--- src/shared/jtfm_pkg.sv ---
package jtfm_pkg;
  // ---------------------------------------------------------------
  // Geometry of the sample set and of the lane frame
  // ---------------------------------------------------------------
  localparam int SAMPLE_W   = 9;
  localparam int CHANNELS   = 4;
  localparam int SETS       = 8;
  localparam int LANES      = 8;
  localparam int LANE_W     = 40;
  localparam int IN_W       = SAMPLE_W * SETS * CHANNELS;
  localparam int OUT_W      = LANE_W * LANES;
  localparam int FIFO_DEPTH = 16;

  // ---------------------------------------------------------------
  // Link format codes and channel modes
  // ---------------------------------------------------------------
  localparam logic [3:0] FMT_F4  = 4'h4;
  localparam logic [3:0] FMT_F5  = 4'h5;
  localparam logic [3:0] FMT_F6  = 4'h6;
  localparam logic [3:0] FMT_F7  = 4'h7;
  localparam logic [3:0] FMT_F8  = 4'h8;
  localparam logic [3:0] FMT_F9  = 4'h9;
  localparam logic [3:0] FMT_F10 = 4'hA;
  localparam logic [1:0] CH_SINGLE = 2'h0;
  localparam logic [1:0] CH_DUAL   = 2'h1;
  localparam logic [1:0] CH_QUAD   = 2'h2;

  // ---------------------------------------------------------------
  // Octets per lane per frame
  // ---------------------------------------------------------------
  localparam logic [2:0] OCT_F4  = 3'h2;
  localparam logic [2:0] OCT_F5  = 3'h2;
  localparam logic [2:0] OCT_F6  = 3'h2;
  localparam logic [2:0] OCT_F7  = 3'h1;
  localparam logic [2:0] OCT_F8  = 3'h3;
  localparam logic [2:0] OCT_F9  = 3'h1;
  localparam logic [2:0] OCT_F10 = 3'h5;
endpackage
--- src/hdl/jtfm_fifo.sv ---
`timescale 1ns/1ps
// Sample-set buffer; in_ready is registered so the source sees a clean flag.
module jtfm_fifo #(
  parameter int WIDTH = 8,
  parameter int DEPTH = 16
) (
  input  wire logic             ref_clk,
  input  wire logic             rst_b,
  input  wire logic             in_valid,
  input  wire logic [WIDTH-1:0] in_data,
  output logic                  in_ready,
  output logic                  out_valid,
  output logic      [WIDTH-1:0] out_data,
  input  wire logic             out_ready
);
  localparam int AW = $clog2(DEPTH);
  localparam logic [AW:0] FULL_CNT = AW'(0) + (AW+1)'(DEPTH);

  logic [WIDTH-1:0] mem [DEPTH];
  logic [AW-1:0]    wr_ptr;
  logic [AW-1:0]    rd_ptr;
  logic [AW:0]      count;
  logic [AW-1:0]    next_wr_ptr;
  logic [AW-1:0]    next_rd_ptr;
  logic [AW:0]      next_count;
  logic             next_in_ready;
  logic             push;
  logic             pop;

  // Pointer and occupancy update.
  always_comb begin
    push          = in_valid && in_ready;
    pop           = out_valid && out_ready;
    next_wr_ptr   = push ? AW'((32'(wr_ptr) + 1) % DEPTH) : wr_ptr;
    next_rd_ptr   = pop ? AW'((32'(rd_ptr) + 1) % DEPTH) : rd_ptr;
    next_count    = count + (AW+1)'(push) - (AW+1)'(pop);
    next_in_ready = next_count != FULL_CNT;
  end

  always_ff @(posedge ref_clk or negedge rst_b) begin
    if (!rst_b) begin
      wr_ptr   <= '0;
      rd_ptr   <= '0;
      count    <= '0;
      in_ready <= 1'b1;
    end else begin
      wr_ptr   <= next_wr_ptr;
      rd_ptr   <= next_rd_ptr;
      count    <= next_count;
      in_ready <= next_in_ready;
    end
  end

  // Storage has no reset; only the count entries from rd_ptr on are ever read.
  always_ff @(posedge ref_clk) begin
    if (push) begin
      mem[wr_ptr] <= in_data;
    end
  end

  assign out_valid = count != '0;
  assign out_data  = mem[rd_ptr];
endmodule

--- src/hdl/jtfm_mapper.sv ---
`timescale 1ns/1ps
// Functional notes
// - Format 4: 3/2/1 lanes; lane 0 ends with B0[8:5], zero if single.
// - Format 4 lane 1: B0[4:0],000 then C0[8:1] quad, 0x00 dual.
// - Format 4 lane 2: C0[0],000 then D0[8:0],000.
// - Format 5: lane 0 A0,B0 (0x00 single); lane 1 C0,D0.
// - Format 6: 12-bit fields A0..D1 packed continuously, two octets per lane.
// - Format 7: one octet per lane, lane k holds channel k sample.
// - Format 8: lane k holds two 12-bit fields of channel k.
// - Format 9: two lanes per channel, lower sample 0, upper sample 1.
// - Format 10: lane pair per channel, four 10-bit fields each.
// - Lanes of absent channels are not sent and stay zero.
// - Samples go MSB first; surplus LSBs of wider fields are zero.
// - Tail bits beyond the frame's octets are driven as zero.
module jtfm_mapper
  import jtfm_pkg::*;
#(
  parameter int DEPTH = FIFO_DEPTH
) (
  input  wire logic              ref_clk,
  input  wire logic              rst_b,
  input  wire logic [3:0]        link_format_select,
  input  wire logic [1:0]        channel_mode,
  input  wire logic              sample_valid,
  input  wire logic [IN_W-1:0]   sample_data,
  output logic                   sample_ready,
  output logic                   frame_valid,
  input  wire logic              frame_ready,
  output logic      [OUT_W-1:0]  frame_data,
  output logic      [3:0]        frame_lanes,
  output logic      [2:0]        frame_octets
);
  // ---------------------------------------------------------------
  // Helper functions
  // ---------------------------------------------------------------

  // Lanes in use for a format and channel mode; zero means unsupported.
  function automatic logic [3:0] lane_total(input logic [3:0] f,
                                            input logic [1:0] m);
    logic [3:0] q;
    q = 4'h0;
    case (f)
      FMT_F4:  q = 4'h3;
      FMT_F5:  q = 4'h2;
      FMT_F6:  q = 4'h6;
      FMT_F7:  q = 4'h4;
      FMT_F8:  q = 4'h4;
      FMT_F9:  q = 4'h8;
      FMT_F10: q = 4'h8;
      default: q = 4'h0;
    endcase
    if (m == CH_DUAL) begin
      q = (f == FMT_F5) ? 4'h1 : (f == FMT_F4) ? 4'h2 : q >> 1;
    end else if (m != CH_QUAD) begin
      q = (f == FMT_F4 || f == FMT_F5) ? 4'h1 :
          (f == FMT_F6) ? 4'h2 : q >> 2;
    end
    return q;
  endfunction

  function automatic logic [2:0] octet_total(input logic [3:0] f);
    logic [2:0] q;
    case (f)
      FMT_F4:  q = OCT_F4;
      FMT_F5:  q = OCT_F5;
      FMT_F6:  q = OCT_F6;
      FMT_F7:  q = OCT_F7;
      FMT_F8:  q = OCT_F8;
      FMT_F9:  q = OCT_F9;
      FMT_F10: q = OCT_F10;
      default: q = 3'h0;
    endcase
    return q;
  endfunction

  // Mask of the bits a frame may carry: used lanes, used octets.
  function automatic logic [OUT_W-1:0] used_mask(input logic [3:0] l,
                                                 input logic [2:0] o);
    logic [OUT_W-1:0] q;
    logic [LANE_W-1:0] lm;
    q  = '0;
    lm = ~({LANE_W{1'b1}} >> (8 * int'(o)));
    for (int k = 0; k < LANES; k++) begin
      if (k < int'(l)) begin
        q[OUT_W-1-k*LANE_W -: LANE_W] = lm;
      end
    end
    return q;
  endfunction

  // Builds one frame. Absent channels are zeroed first, which yields the
  // zero nibbles and octets that single and dual parts show.
  // In 8-bit formats the sample is the upper eight bits of the input.
  function automatic logic [OUT_W-1:0] map_frame(input logic [3:0] f,
                                                 input logic [1:0] m,
                                                 input logic [IN_W-1:0] d);
    logic [SAMPLE_W-1:0] s [CHANNELS][SETS];
    logic [LANE_W-1:0]   ln [LANES];
    logic [95:0]         st;
    logic [OUT_W-1:0]    q;
    logic [3:0]          lt;
    int                  nch;
    nch = (m == CH_QUAD) ? 4 : (m == CH_DUAL) ? 2 : 1;
    lt  = lane_total(f, m);
    st  = '0;
    q   = '0;
    for (int c = 0; c < CHANNELS; c++) begin
      for (int n = 0; n < SETS; n++) begin
        s[c][n] = (c < nch) ? d[(c*SETS+n)*SAMPLE_W +: SAMPLE_W] : '0;
      end
    end
    for (int k = 0; k < LANES; k++) begin
      ln[k] = '0;
    end
    case (f)
      FMT_F4: begin
        ln[0] = {s[0][0], 3'h0, s[1][0][8:5], 24'h0};
        ln[1] = {s[1][0][4:0], 3'h0, s[2][0][8:1], 24'h0};
        ln[2] = {s[2][0][0], 3'h0, s[3][0], 3'h0, 24'h0};
      end
      FMT_F5: begin
        ln[0] = {s[0][0][8:1], s[1][0][8:1], 24'h0};
        ln[1] = {s[2][0][8:1], s[3][0][8:1], 24'h0};
      end
      FMT_F6: begin
        for (int c = 0; c < CHANNELS; c++) begin
          for (int n = 0; n < 2; n++) begin
            st[95-(c*2+n)*12 -: 12] = {s[c][n], 3'h0};
          end
        end
        for (int k = 0; k < 6; k++) begin
          ln[k] = {st[95-k*16 -: 16], 24'h0};
        end
      end
      FMT_F7: begin
        for (int k = 0; k < CHANNELS; k++) begin
          ln[k] = {s[k][0][8:1], 32'h0};
        end
      end
      FMT_F8: begin
        for (int k = 0; k < CHANNELS; k++) begin
          ln[k] = {s[k][0], 3'h0, s[k][1], 3'h0, 16'h0};
        end
      end
      FMT_F9: begin
        for (int k = 0; k < CHANNELS; k++) begin
          ln[2*k]   = {s[k][0][8:1], 32'h0};
          ln[2*k+1] = {s[k][1][8:1], 32'h0};
        end
      end
      FMT_F10: begin
        for (int k = 0; k < CHANNELS; k++) begin
          for (int j = 0; j < 2; j++) begin
            ln[2*k+j] = {s[k][j], 1'b0, s[k][j+2], 1'b0,
                         s[k][j+4], 1'b0, s[k][j+6], 1'b0};
          end
        end
      end
      default: begin
        ln[0] = '0;
      end
    endcase
    for (int k = 0; k < LANES; k++) begin
      if (k < int'(lt)) begin
        q[OUT_W-1-k*LANE_W -: LANE_W] = ln[k];
      end
    end
    return q;
  endfunction

  // ---------------------------------------------------------------
  // Sample-set buffer
  // ---------------------------------------------------------------
  logic            buf_valid;
  logic            buf_ready;
  logic [IN_W-1:0] buf_data;

  jtfm_fifo #(
    .WIDTH (IN_W),
    .DEPTH (DEPTH)
  ) u_fifo (
    .ref_clk   (ref_clk),
    .rst_b     (rst_b),
    .in_valid  (sample_valid),
    .in_data   (sample_data),
    .in_ready  (sample_ready),
    .out_valid (buf_valid),
    .out_data  (buf_data),
    .out_ready (buf_ready)
  );

  // ---------------------------------------------------------------
  // Frame output register
  // ---------------------------------------------------------------
  logic             pop;
  logic [3:0]       pop_lanes;
  logic [3:0]       frame_fmt;
  logic [1:0]       frame_chan;
  logic             next_frame_valid;
  logic [OUT_W-1:0] next_frame_data;
  logic [3:0]       next_frame_lanes;
  logic [2:0]       next_frame_octets;
  logic [3:0]       next_frame_fmt;
  logic [1:0]       next_frame_chan;

  // A held frame stalls the buffer, so back-pressure reaches the source.
  // The format is sampled per frame; a change takes effect on the next set.
  // An unsupported format consumes the set and emits nothing.
  always_comb begin
    buf_ready         = !frame_valid || frame_ready;
    pop               = buf_valid && buf_ready;
    pop_lanes         = lane_total(link_format_select, channel_mode);
    next_frame_valid  = frame_valid && !frame_ready;
    next_frame_data   = frame_data;
    next_frame_lanes  = frame_lanes;
    next_frame_octets = frame_octets;
    next_frame_fmt    = frame_fmt;
    next_frame_chan   = frame_chan;
    if (pop) begin
      next_frame_valid  = pop_lanes != 4'h0;
      next_frame_data   = map_frame(link_format_select, channel_mode, buf_data);
      next_frame_lanes  = pop_lanes;
      next_frame_octets = octet_total(link_format_select);
      next_frame_fmt    = link_format_select;
      next_frame_chan   = channel_mode;
    end
  end

  always_ff @(posedge ref_clk or negedge rst_b) begin
    if (!rst_b) begin
      frame_valid  <= 1'b0;
      frame_data   <= '0;
      frame_lanes  <= 4'h0;
      frame_octets <= 3'h0;
      frame_fmt    <= 4'h0;
      frame_chan   <= CH_SINGLE;
    end else begin
      frame_valid  <= next_frame_valid;
      frame_data   <= next_frame_data;
      frame_lanes  <= next_frame_lanes;
      frame_octets <= next_frame_octets;
      frame_fmt    <= next_frame_fmt;
      frame_chan   <= next_frame_chan;
    end
  end

  // ---------------------------------------------------------------
  // Checks
  // ---------------------------------------------------------------
  fmt4_single_a: assert property (@(posedge ref_clk) disable iff (!rst_b)
    frame_valid && frame_fmt == FMT_F4 && frame_chan == CH_SINGLE
    |-> frame_data[OUT_W-13 -: 4] == 4'h0)
    else $error("format 4 single lane 0 nibble not zero");

  fmt4_pads_a: assert property (@(posedge ref_clk) disable iff (!rst_b)
    frame_valid && frame_fmt == FMT_F4 && frame_chan == CH_QUAD
    |-> frame_data[OUT_W-LANE_W-6 -: 3] == 3'h0
        && frame_data[OUT_W-2*LANE_W-2 -: 3] == 3'h0
        && frame_data[OUT_W-2*LANE_W-14 -: 3] == 3'h0)
    else $error("format 4 pad bits not zero");

  fmt6_single_a: assert property (@(posedge ref_clk) disable iff (!rst_b)
    frame_valid && frame_fmt == FMT_F6 && frame_chan == CH_SINGLE
    |-> frame_data[OUT_W-LANE_W-9 -: 8] == 8'h00)
    else $error("format 6 single B octet not zero");

  fmt7_msb_a: assert property (@(posedge ref_clk) disable iff (!rst_b)
    pop && link_format_select == FMT_F7
    |=> frame_data[OUT_W-1 -: 8] == $past(buf_data[8:1]))
    else $error("format 7 lane 0 octet not A0 upper bits");

  fmt8_pad_a: assert property (@(posedge ref_clk) disable iff (!rst_b)
    frame_valid && frame_fmt == FMT_F8
    |-> frame_data[OUT_W-10 -: 3] == 3'h0
        && frame_data[OUT_W-22 -: 3] == 3'h0)
    else $error("format 8 field pad not zero");

  fmt10_pad_a: assert property (@(posedge ref_clk) disable iff (!rst_b)
    frame_valid && frame_fmt == FMT_F10
    |-> !frame_data[OUT_W-LANE_W] && !frame_data[OUT_W-LANE_W+10]
        && !frame_data[OUT_W-LANE_W+20] && !frame_data[OUT_W-LANE_W+30])
    else $error("format 10 field pad not zero");

  lane_count_a: assert property (@(posedge ref_clk) disable iff (!rst_b)
    frame_valid |-> frame_lanes == lane_total(frame_fmt, frame_chan))
    else $error("lane count does not match format");

  tail_zero_a: assert property (@(posedge ref_clk) disable iff (!rst_b)
    frame_valid
    |-> (frame_data & ~used_mask(frame_lanes, frame_octets)) == '0)
    else $error("bits beyond the frame are not zero");

  frame_hold_a: assert property (@(posedge ref_clk) disable iff (!rst_b)
    frame_valid && !frame_ready |=> frame_valid && $stable(frame_data))
    else $error("stalled frame changed");
endmodule

--- config.mk ---
export PLATFORM = sky130hd
export DESIGN_NAME = jtfm_mapper
export DESIGN_NICKNAME = d
export VERILOG_FILES = /design/src/shared/jtfm_pkg.sv /design/src/hdl/jtfm_fifo.sv /design/src/hdl/jtfm_mapper.sv
export SDC_FILE = /design/constraint.sdc
export NUM_CORES = 2
export LEC_CHECK = 0
export BUFFER_PORTS_ARGS = -buffer_cell sky130_fd_sc_hd__buf_2
export CAP_MARGIN = 20
export CORE_UTILIZATION = 62
export DETAILED_ROUTE_END_ITERATION = 10
export PLACE_DENSITY = 0.8
export SKIP_LAST_GASP = 1
export SYNTH_ARGS = -nofsm -noshare
export SYNTH_HDL_FRONTEND = slang
export SYNTH_HIERARCHICAL = 1
export SYNTH_MEMORY_MAX_BITS = 65536
export SYNTH_SLANG_ARGS = --single-unit
--- constraint.sdc ---
create_clock -name ref_clk -period 21.2 [get_ports ref_clk]
set_clock_uncertainty 0.15 [all_clocks]
set_input_delay 0 -clock ref_clk [delete_from_list [all_inputs] [get_ports ref_clk]]
set_output_delay 0 -clock ref_clk [all_outputs]
set_load 0.005 [all_outputs]
After elaboration in Yosys (flattened, before gate mapping)
Memory sizes are Yosys's and may differ from the RTL's.
Cells that the tools add are included.

storage, ports and cells
  register bits after elaboration = 342
  memory bits (writable) = 4,608
  output and inout bits = 329
  memories = 1

memories
  name        words  bits a word  rd ports  clocked after memory_dff  write ports  RTL line         RTL
  u_fifo.mem  16     288          1         0                         1            jtfm_fifo.sv:19  logic [WIDTH-1:0] mem [DEPTH];

cells by class
  add/sub/neg operators = 4
  magnitude comparators = 12
  equal/unequal tests = 11
  multiplexer cells = 60
  reduce and logical (&&, ||, !) cells = 13

operators with widths
  cell                   number
  $pmux W40 S6           2
  $mux W40               8
  $mux W9                32
  $pmux W40 S7           1
  $pmux W80 S3           1
  $pmux W40 S5           1
  $pmux W80 S2           1
  $pmux W4 S5            1
  $eq A4 B3 Y1 const B   4
  $lt A3 B4 Y1 const A   4
  $eq A4 B4 Y1 const B   3
  $mux W4                3
  $pmux W3 S4            1
  $mux W3                3
  $add A4 B1 Y4 const B  2
  $lt A1 B4 Y1 const A   2
  $lt A2 B4 Y1 const A   2
  $lt A1 B3 Y1 const A   2
  $lt A2 B3 Y1 const A   2
  $mux W2                3
  $reduce_or A2 Y1       3
  $add A5 B1 Y5          1
  $ne A5 B5 Y1 const B   1
  $reduce_bool A5 Y1     1
  other kinds (10)       16

Logic depth before layout (Yosys ltp)
  word-level depth = 10
  gate-level depth with buffers = 13
  mapped depth without buffers = 12

Cells and area by module
Netlist, hierarchy kept.

by module, submodules not included
  module       instances  cells an instance  area each (um2)
  jtfm_fifo    1          7,388              173,380.0
  jtfm_mapper  1          1,173              13,314.0

Worst setup path before layout
OpenSTA, ideal clock, no wires.

  path kind = flip-flop to flip-flop
  start point = reg u_fifo.in_ready
  end point = mem u_fifo/mem[10][0] (netlist name) (enable)
  setup time = 0.685 ns
  arrival time = 7.528 ns
  required time = 20.365 ns
  slack = 12.837 ns
  cell stages (with the launch flop) = 4
  path buffers = 0
  clock period less this slack = 8.363 ns
  cell sequence = dfstp_2 nand2_1 nor3b_1 and2_1

between the ends
  longest elaborated chain between the ends = 3

RTL lines
  what                           RTL line         RTL
  start: declaration             jtfm_fifo.sv:11  output logic in_ready,
  start signal: assignment       jtfm_fifo.sv:50  in_ready <= next_in_ready;
  $logic_and A1 B1 Y1            jtfm_fifo.sv:32  push = in_valid && in_ready;
  $mux W1                        jtfm_fifo.sv:56  if (push) begin
  $mux W1 (not written as such)  jtfm_fifo.sv:57  mem[wr_ptr] <= in_data;
  end: declaration               jtfm_fifo.sv:19

Every way passes these cells.

Worst setup path in the final report
  start point = reg u_fifo.rd_ptr[0]
  end point = reg frame_data[95]

between the ends
  longest elaborated chain between the ends = 4

RTL lines
  what                      RTL line            RTL
  start: declaration        jtfm_fifo.sv:21     logic [AW-1:0] rd_ptr;
  start signal: assignment  jtfm_fifo.sv:48     rd_ptr <= next_rd_ptr;
  $mem_v2 Z16 W288          n/a
  named net buf_data[193]   jtfm_mapper.sv:176  logic [IN_W-1:0] buf_data;
  $mux W9                   jtfm_mapper.sv:109  s[c][n] = (c < nch) ? d[(c*SETS+n)*SAMPLE_W +: SAMPLE_W] : '0;
  $pmux W80 S3              jtfm_mapper.sv:115  case (f)
  $mux W40                  jtfm_mapper.sv:164  if (k < int'(lt)) begin
  end signal: assignment    jtfm_mapper.sv:239  frame_data <= next_frame_data;
  end: declaration          jtfm_mapper.sv:29   output logic [OUT_W-1:0] frame_data,

The timed path passes the listed nets, and every way through them passes these cells.
A chain may end at the register's enable or synchronous reset.

==> impl_table.tex <==
\begin{tabular}{lr}
\hline
Metric & Value \\
\hline
\multicolumn{2}{l}{\textbf{Synth}} \\
Post-Syn Area & 0.187 mm² \\
FFs w/ async S/R, synth & 6.47\% \\
Top area cells in the synthesized netlist & sky130\_fd\_sc\_hd\_\_edfxtp\_1 (74\%), sky130\_fd\_sc\_hd\_\_mux4\_2 (13\%), sky130\_fd\_sc\_hd\_\_dfrtp\_1 (4.3\%) \\
Synth warn & 6 \\
EDFF count, synth & 4608 \\
Register bit total from synthesis & 4927 \\
Number of distinct library cells after synthesis & 76 \\
Dominant register cell in the synthesized netlist & sky130\_fd\_sc\_hd\_\_edfxtp\_1 \\
Sequential area share after synthesis & 78.4\% \\
Average cell area after synthesis & 21.8 µm² \\
Cell type with the largest total area after synthesis & sky130\_fd\_sc\_hd\_\_edfxtp\_1 \\
Post-synthesis instance total & 8561 \\
Area fraction of the dominant cell type after synthesis & 74.1\% \\
Most common cell in the netlist & sky130\_fd\_sc\_hd\_\_edfxtp\_1 \\
Commonest cells post-synth & sky130\_fd\_sc\_hd\_\_edfxtp\_1 (4608), sky130\_fd\_sc\_hd\_\_mux4\_2 (1043), sky130\_fd\_sc\_hd\_\_a22oi\_1 (551), sky130\_fd\_sc\_hd\_\_nand2\_1 (387), sky130\_fd\_sc\_hd\_\_dfrtp\_1 (318) \\
\multicolumn{2}{l}{\textbf{Floorplan}} \\
Die Footprint & 0.303 mm² \\
Total I/O pin count & 627 \\
Vert. Die Dim & 551 µm \\
Starting Density & 62.3\% \\
CORE AREA & 0.300 mm² \\
X dimension of the die & 551 µm \\
Number of placement rows & 201 \\
\multicolumn{2}{l}{\textbf{Setup path}} \\
Source of the critical timing path & u\_fifo/rd\_ptr[0] \\
Start-to-end type of the worst setup path & flip-flop to flip-flop \\
Destination of the worst register-to-register timing path & frame\_data[95] \\
Cell repeated most along the worst path & sky130\_fd\_sc\_hd\_\_buf\_4 \\
Max FO, Critical Path & 114 \\
Worst Setup Start Kind & flip-flop \\
Endpoint of the worst setup timing path & frame\_data[95] \\
Endpoint required time on the critical path & 21.84 ns \\
Startpoint of the most critical register-to-register path & u\_fifo/rd\_ptr[0] \\
Sort of element at the end of the critical path & flip-flop \\
Critical path data arrival time & 7.30 ns \\
Critical-path top delay cell & sky130\_fd\_sc\_hd\_\_dfrtp\_4 \\
Worst path cell trace & buf\_12 > buf\_4 > buf\_4 > buf\_4 > buf\_4 > buf\_16 > mux4\_2 > a22oi\_1 > nand2\_1 > a22o\_1 \\
R2r setup slk & 14.55 ns \\
FF-to-FF path depth & 10 \\
Highest cell delay on the worst timing path & 0.99 ns \\
\multicolumn{2}{l}{\textbf{STA}} \\
Tightest Pin Transition & 1.25 ns \\
Achievable Freq & 150 MHz \\
Setup slack after layout & 14.55 ns \\
Hold violation total from the final report & 0 \\
Total of endpoints with negative setup slack in the final report & 0 \\
Worst Hold Slack & 0.157 ns \\
Setup repair after global routing missed its margin & false \\
Minimum clock period & 6.65 ns \\
Post-Route Setup TNS & 0 ns \\
Part of the cycle the worst path needs & 31.4\% \\
Slew HR & 16.9\% \\
Final count of pins violating max slew & 0 \\
\multicolumn{2}{l}{\textbf{Finish}} \\
Layout Nets & 10200 \\
Area of combinational cells with multiple inputs & 0.0377 mm² \\
Layout cell share with drive strength beyond 1 & 25.2\% \\
Syn-to-layout area delta & 15.3\% \\
Count of fill cells added during filler insertion & 16400 \\
Area taken by flip-flops and latches & 0.146 mm² \\
\multicolumn{2}{l}{\textbf{Detailed routing}} \\
Final ANT Viol Nets & 0 \\
Met1 WL & 171000 µm \\
WL final & 528000 µm \\
First-iteration detailed-routing DRC count & 16900 \\
Vias per inst & 7.04 \\
Sum of met3 wire segment lengths after detailed routing & 69700 µm \\
Wire length on met2 & 252000 µm \\
Drt pass-1 iters & 9 \\
Vias after detailed routing & 101000 \\
Detail-routed net length per standard cell & 36.9 µm \\
Top metal layer carrying routed signals & met5 \\
DRC Markers & 2 \\
\multicolumn{2}{l}{\textbf{Global routing}} \\
Wire length of the first global-routing pass & 742000 µm \\
Antenna violations before repair & 108 \\
Largest net degree at the start of global routing & 149 \\
Number of global-route vias before repair & 102000 \\
GRT Total Usage & 34.9\% \\
Global route total overflow & 0 \\
\multicolumn{2}{l}{\textbf{Hold path}} \\
Classification of the worst-slack hold path & primary input to asynchronous set/reset pin \\
\multicolumn{2}{l}{\textbf{CTS}} \\
Total CTS buffers & 461 \\
Clock tree sinks & 4927 \\
Clock tree from TritonCTS & built \\
Clock transition at path regs & 0.06 ns \\
Cell at the root of the clock tree & sky130\_fd\_sc\_hd\_\_clkbuf\_16 \\
Bufs on Longest Clock Path & 4 \\
Insertion delay of the later-clocked pin in the worst-skew pair & 1.01 ns \\
CTS H-tree lvls & 5 \\
Post-CTS Setup Inserts & 0 \\
\multicolumn{2}{l}{\textbf{Pwr}} \\
Static leakage power & 72.2 nW \\
Total design power & 0.0280 W \\
Pwr/cell area & 130 mW/mm² \\
Maximum VDD drop & 0.162 mV \\
\multicolumn{2}{l}{\textbf{Flow run}} \\
Max Cap Viol & 0 \\
\multicolumn{2}{l}{\textbf{Status}} \\
Result of the run & complete, but fails checks \\
Violated checks & DRC \\
\multicolumn{2}{l}{\textbf{Placed design}} \\
Dpl hpwl & 266000 µm \\
Last weighted congestion value of the routability-driven placer & 0.897 \\
Total of buffers placed on input and output ports & 603 \\
Post-Place Setup Slack & 14.30 ns \\
\hline
\end{tabular}
[per-layer routing]
metal | GRT usage, % | vias up
met3 | 8.25 | 1649
li1 | - | 38800
met2 | 55.1 | 8773
met1 | 45.0 | 51600
met5 | 0 | -
met4 | 20.6 | 72
[placed cells by master (no fill, tap or decap), types with 14 or more instances in the layout]
master	instances
sky130_fd_sc_hd__diode_2	68
sky130_fd_sc_hd__a22oi_1	551
sky130_fd_sc_hd__a32oi_1	21
sky130_fd_sc_hd__nor2b_1	40
sky130_fd_sc_hd__nor2_1	73
sky130_fd_sc_hd__nand2_1	385
sky130_fd_sc_hd__mux4_2	1043
sky130_fd_sc_hd__conb_1	23
sky130_fd_sc_hd__clkinvlp_4	19
sky130_fd_sc_hd__clkbuf_1	101
sky130_fd_sc_hd__buf_4	166
sky130_fd_sc_hd__bufinv_16	35
sky130_fd_sc_hd__clkinv_2	97
sky130_fd_sc_hd__a22o_1	194
sky130_fd_sc_hd__o22ai_1	71
sky130_fd_sc_hd__o21ai_0	69
sky130_fd_sc_hd__buf_2	602
sky130_fd_sc_hd__mux2i_1	238
sky130_fd_sc_hd__a221oi_1	16
sky130_fd_sc_hd__clkbuf_16	463
sky130_fd_sc_hd__inv_1	14
sky130_fd_sc_hd__dlygate4sd3_1	600
sky130_fd_sc_hd__o31ai_1	27
sky130_fd_sc_hd__a211oi_1	35
sky130_fd_sc_hd__a21oi_1	73
sky130_fd_sc_hd__buf_12	18
sky130_fd_sc_hd__dfrtp_1	314
sky130_fd_sc_hd__clkinv_1	80
sky130_fd_sc_hd__nand3_1	45
sky130_fd_sc_hd__clkbuf_8	37
sky130_fd_sc_hd__edfxtp_1	4608
[logic make-up (layout without fill, tap and decap cells)]
| logic type | after synthesis | count (layout) | share of synthesized area (%) |
|---|---|---|---|
| buffers and inverters | 557 | 2280 | 1.54 |
| and+or+nand+nor | 658 | 658 | 1.62 |
| adders and majority gates | 15 | 15 | 0.105 |
| xor gates and xnor gates | 12 | 12 | 0.0563 |
| other | 1 | 91 | 0.00201 |
| muxes | 1284 | 1284 | 13.9 |
| AOI/OAI and AO/OA | 1107 | 1107 | 4.41 |
| DFF | 4927 | 4927 | 78.4 |
[state kept, by name, summed over array words and instances, names as in the netlist]
signal and cells:
u_fifo/in_ready 1, u_fifo/count 5, frame_octets 3, frame_lanes 4, u_fifo/wr_ptr 4, u_fifo/mem 4608, frame_data 297, u_fifo/rd_ptr 4
frame_valid 1
[what timing repair did]
action	in CTS	in global routing
endpoints found under the hold margin	5108	0
gates resized for setup	0	0
hold buffers	601	0
[where the power goes]
group          switching (W)  internal [W]
Clock                0.00365       0.00459
Sequential          0.000332        0.0116
Combinational        0.00479       0.00296
Total                0.00878        0.0192
[cell type report]
type,count,area share (%)
Clock buffer,601,5.80
Timing Repair Buffer,1396,5.04
Sequential cell,4927,68.0
Multi-Input combinational cell,3099,17.5
Clock inverter,268,1.22
Tap cell,3958,2.30
Inverter,15,0.0262
Antenna cell,68,0.0791
[per-stage QoR]
step | utilization [%] | instances | cell area (µm²)
3_3_place_gp | 64.6 | 12800 | 194000
6_report | 71.8 | 14300 | 215000
5_1_grt | 71.8 | 14300 | 215000
3_5_place_dp | 64.6 | 12800 | 194000
4_1_cts | 71.7 | 14300 | 215000
2_1_floorplan | - | 8583 | 187000
[worst min-delay path by stage]
stage | slack [ns] | cells after the start | to
after floorplan | -0.45 | 0 | frame_data[101]
after global placement | -0.02 | 1 | frame_data[13]
after detailed placement | -0.03 | 1 | frame_data[13]
after CTS | 0.13 | 4 | frame_data[296]
after global routing | 0.21 | 4 | frame_data[15]
final | 0.16 | 4 | frame_data[2]
[worst max-delay path: cells and delay by family, from the launching register on]
family                 cells  cell delay, ns
AOI/OAI and AO/OA          2            0.40
buffers and inverters      6            3.93
DFF                        1            0.99
muxes                      1            0.59
and+or+nand+nor            1            0.11
Power figures use the tool's default switching activity.
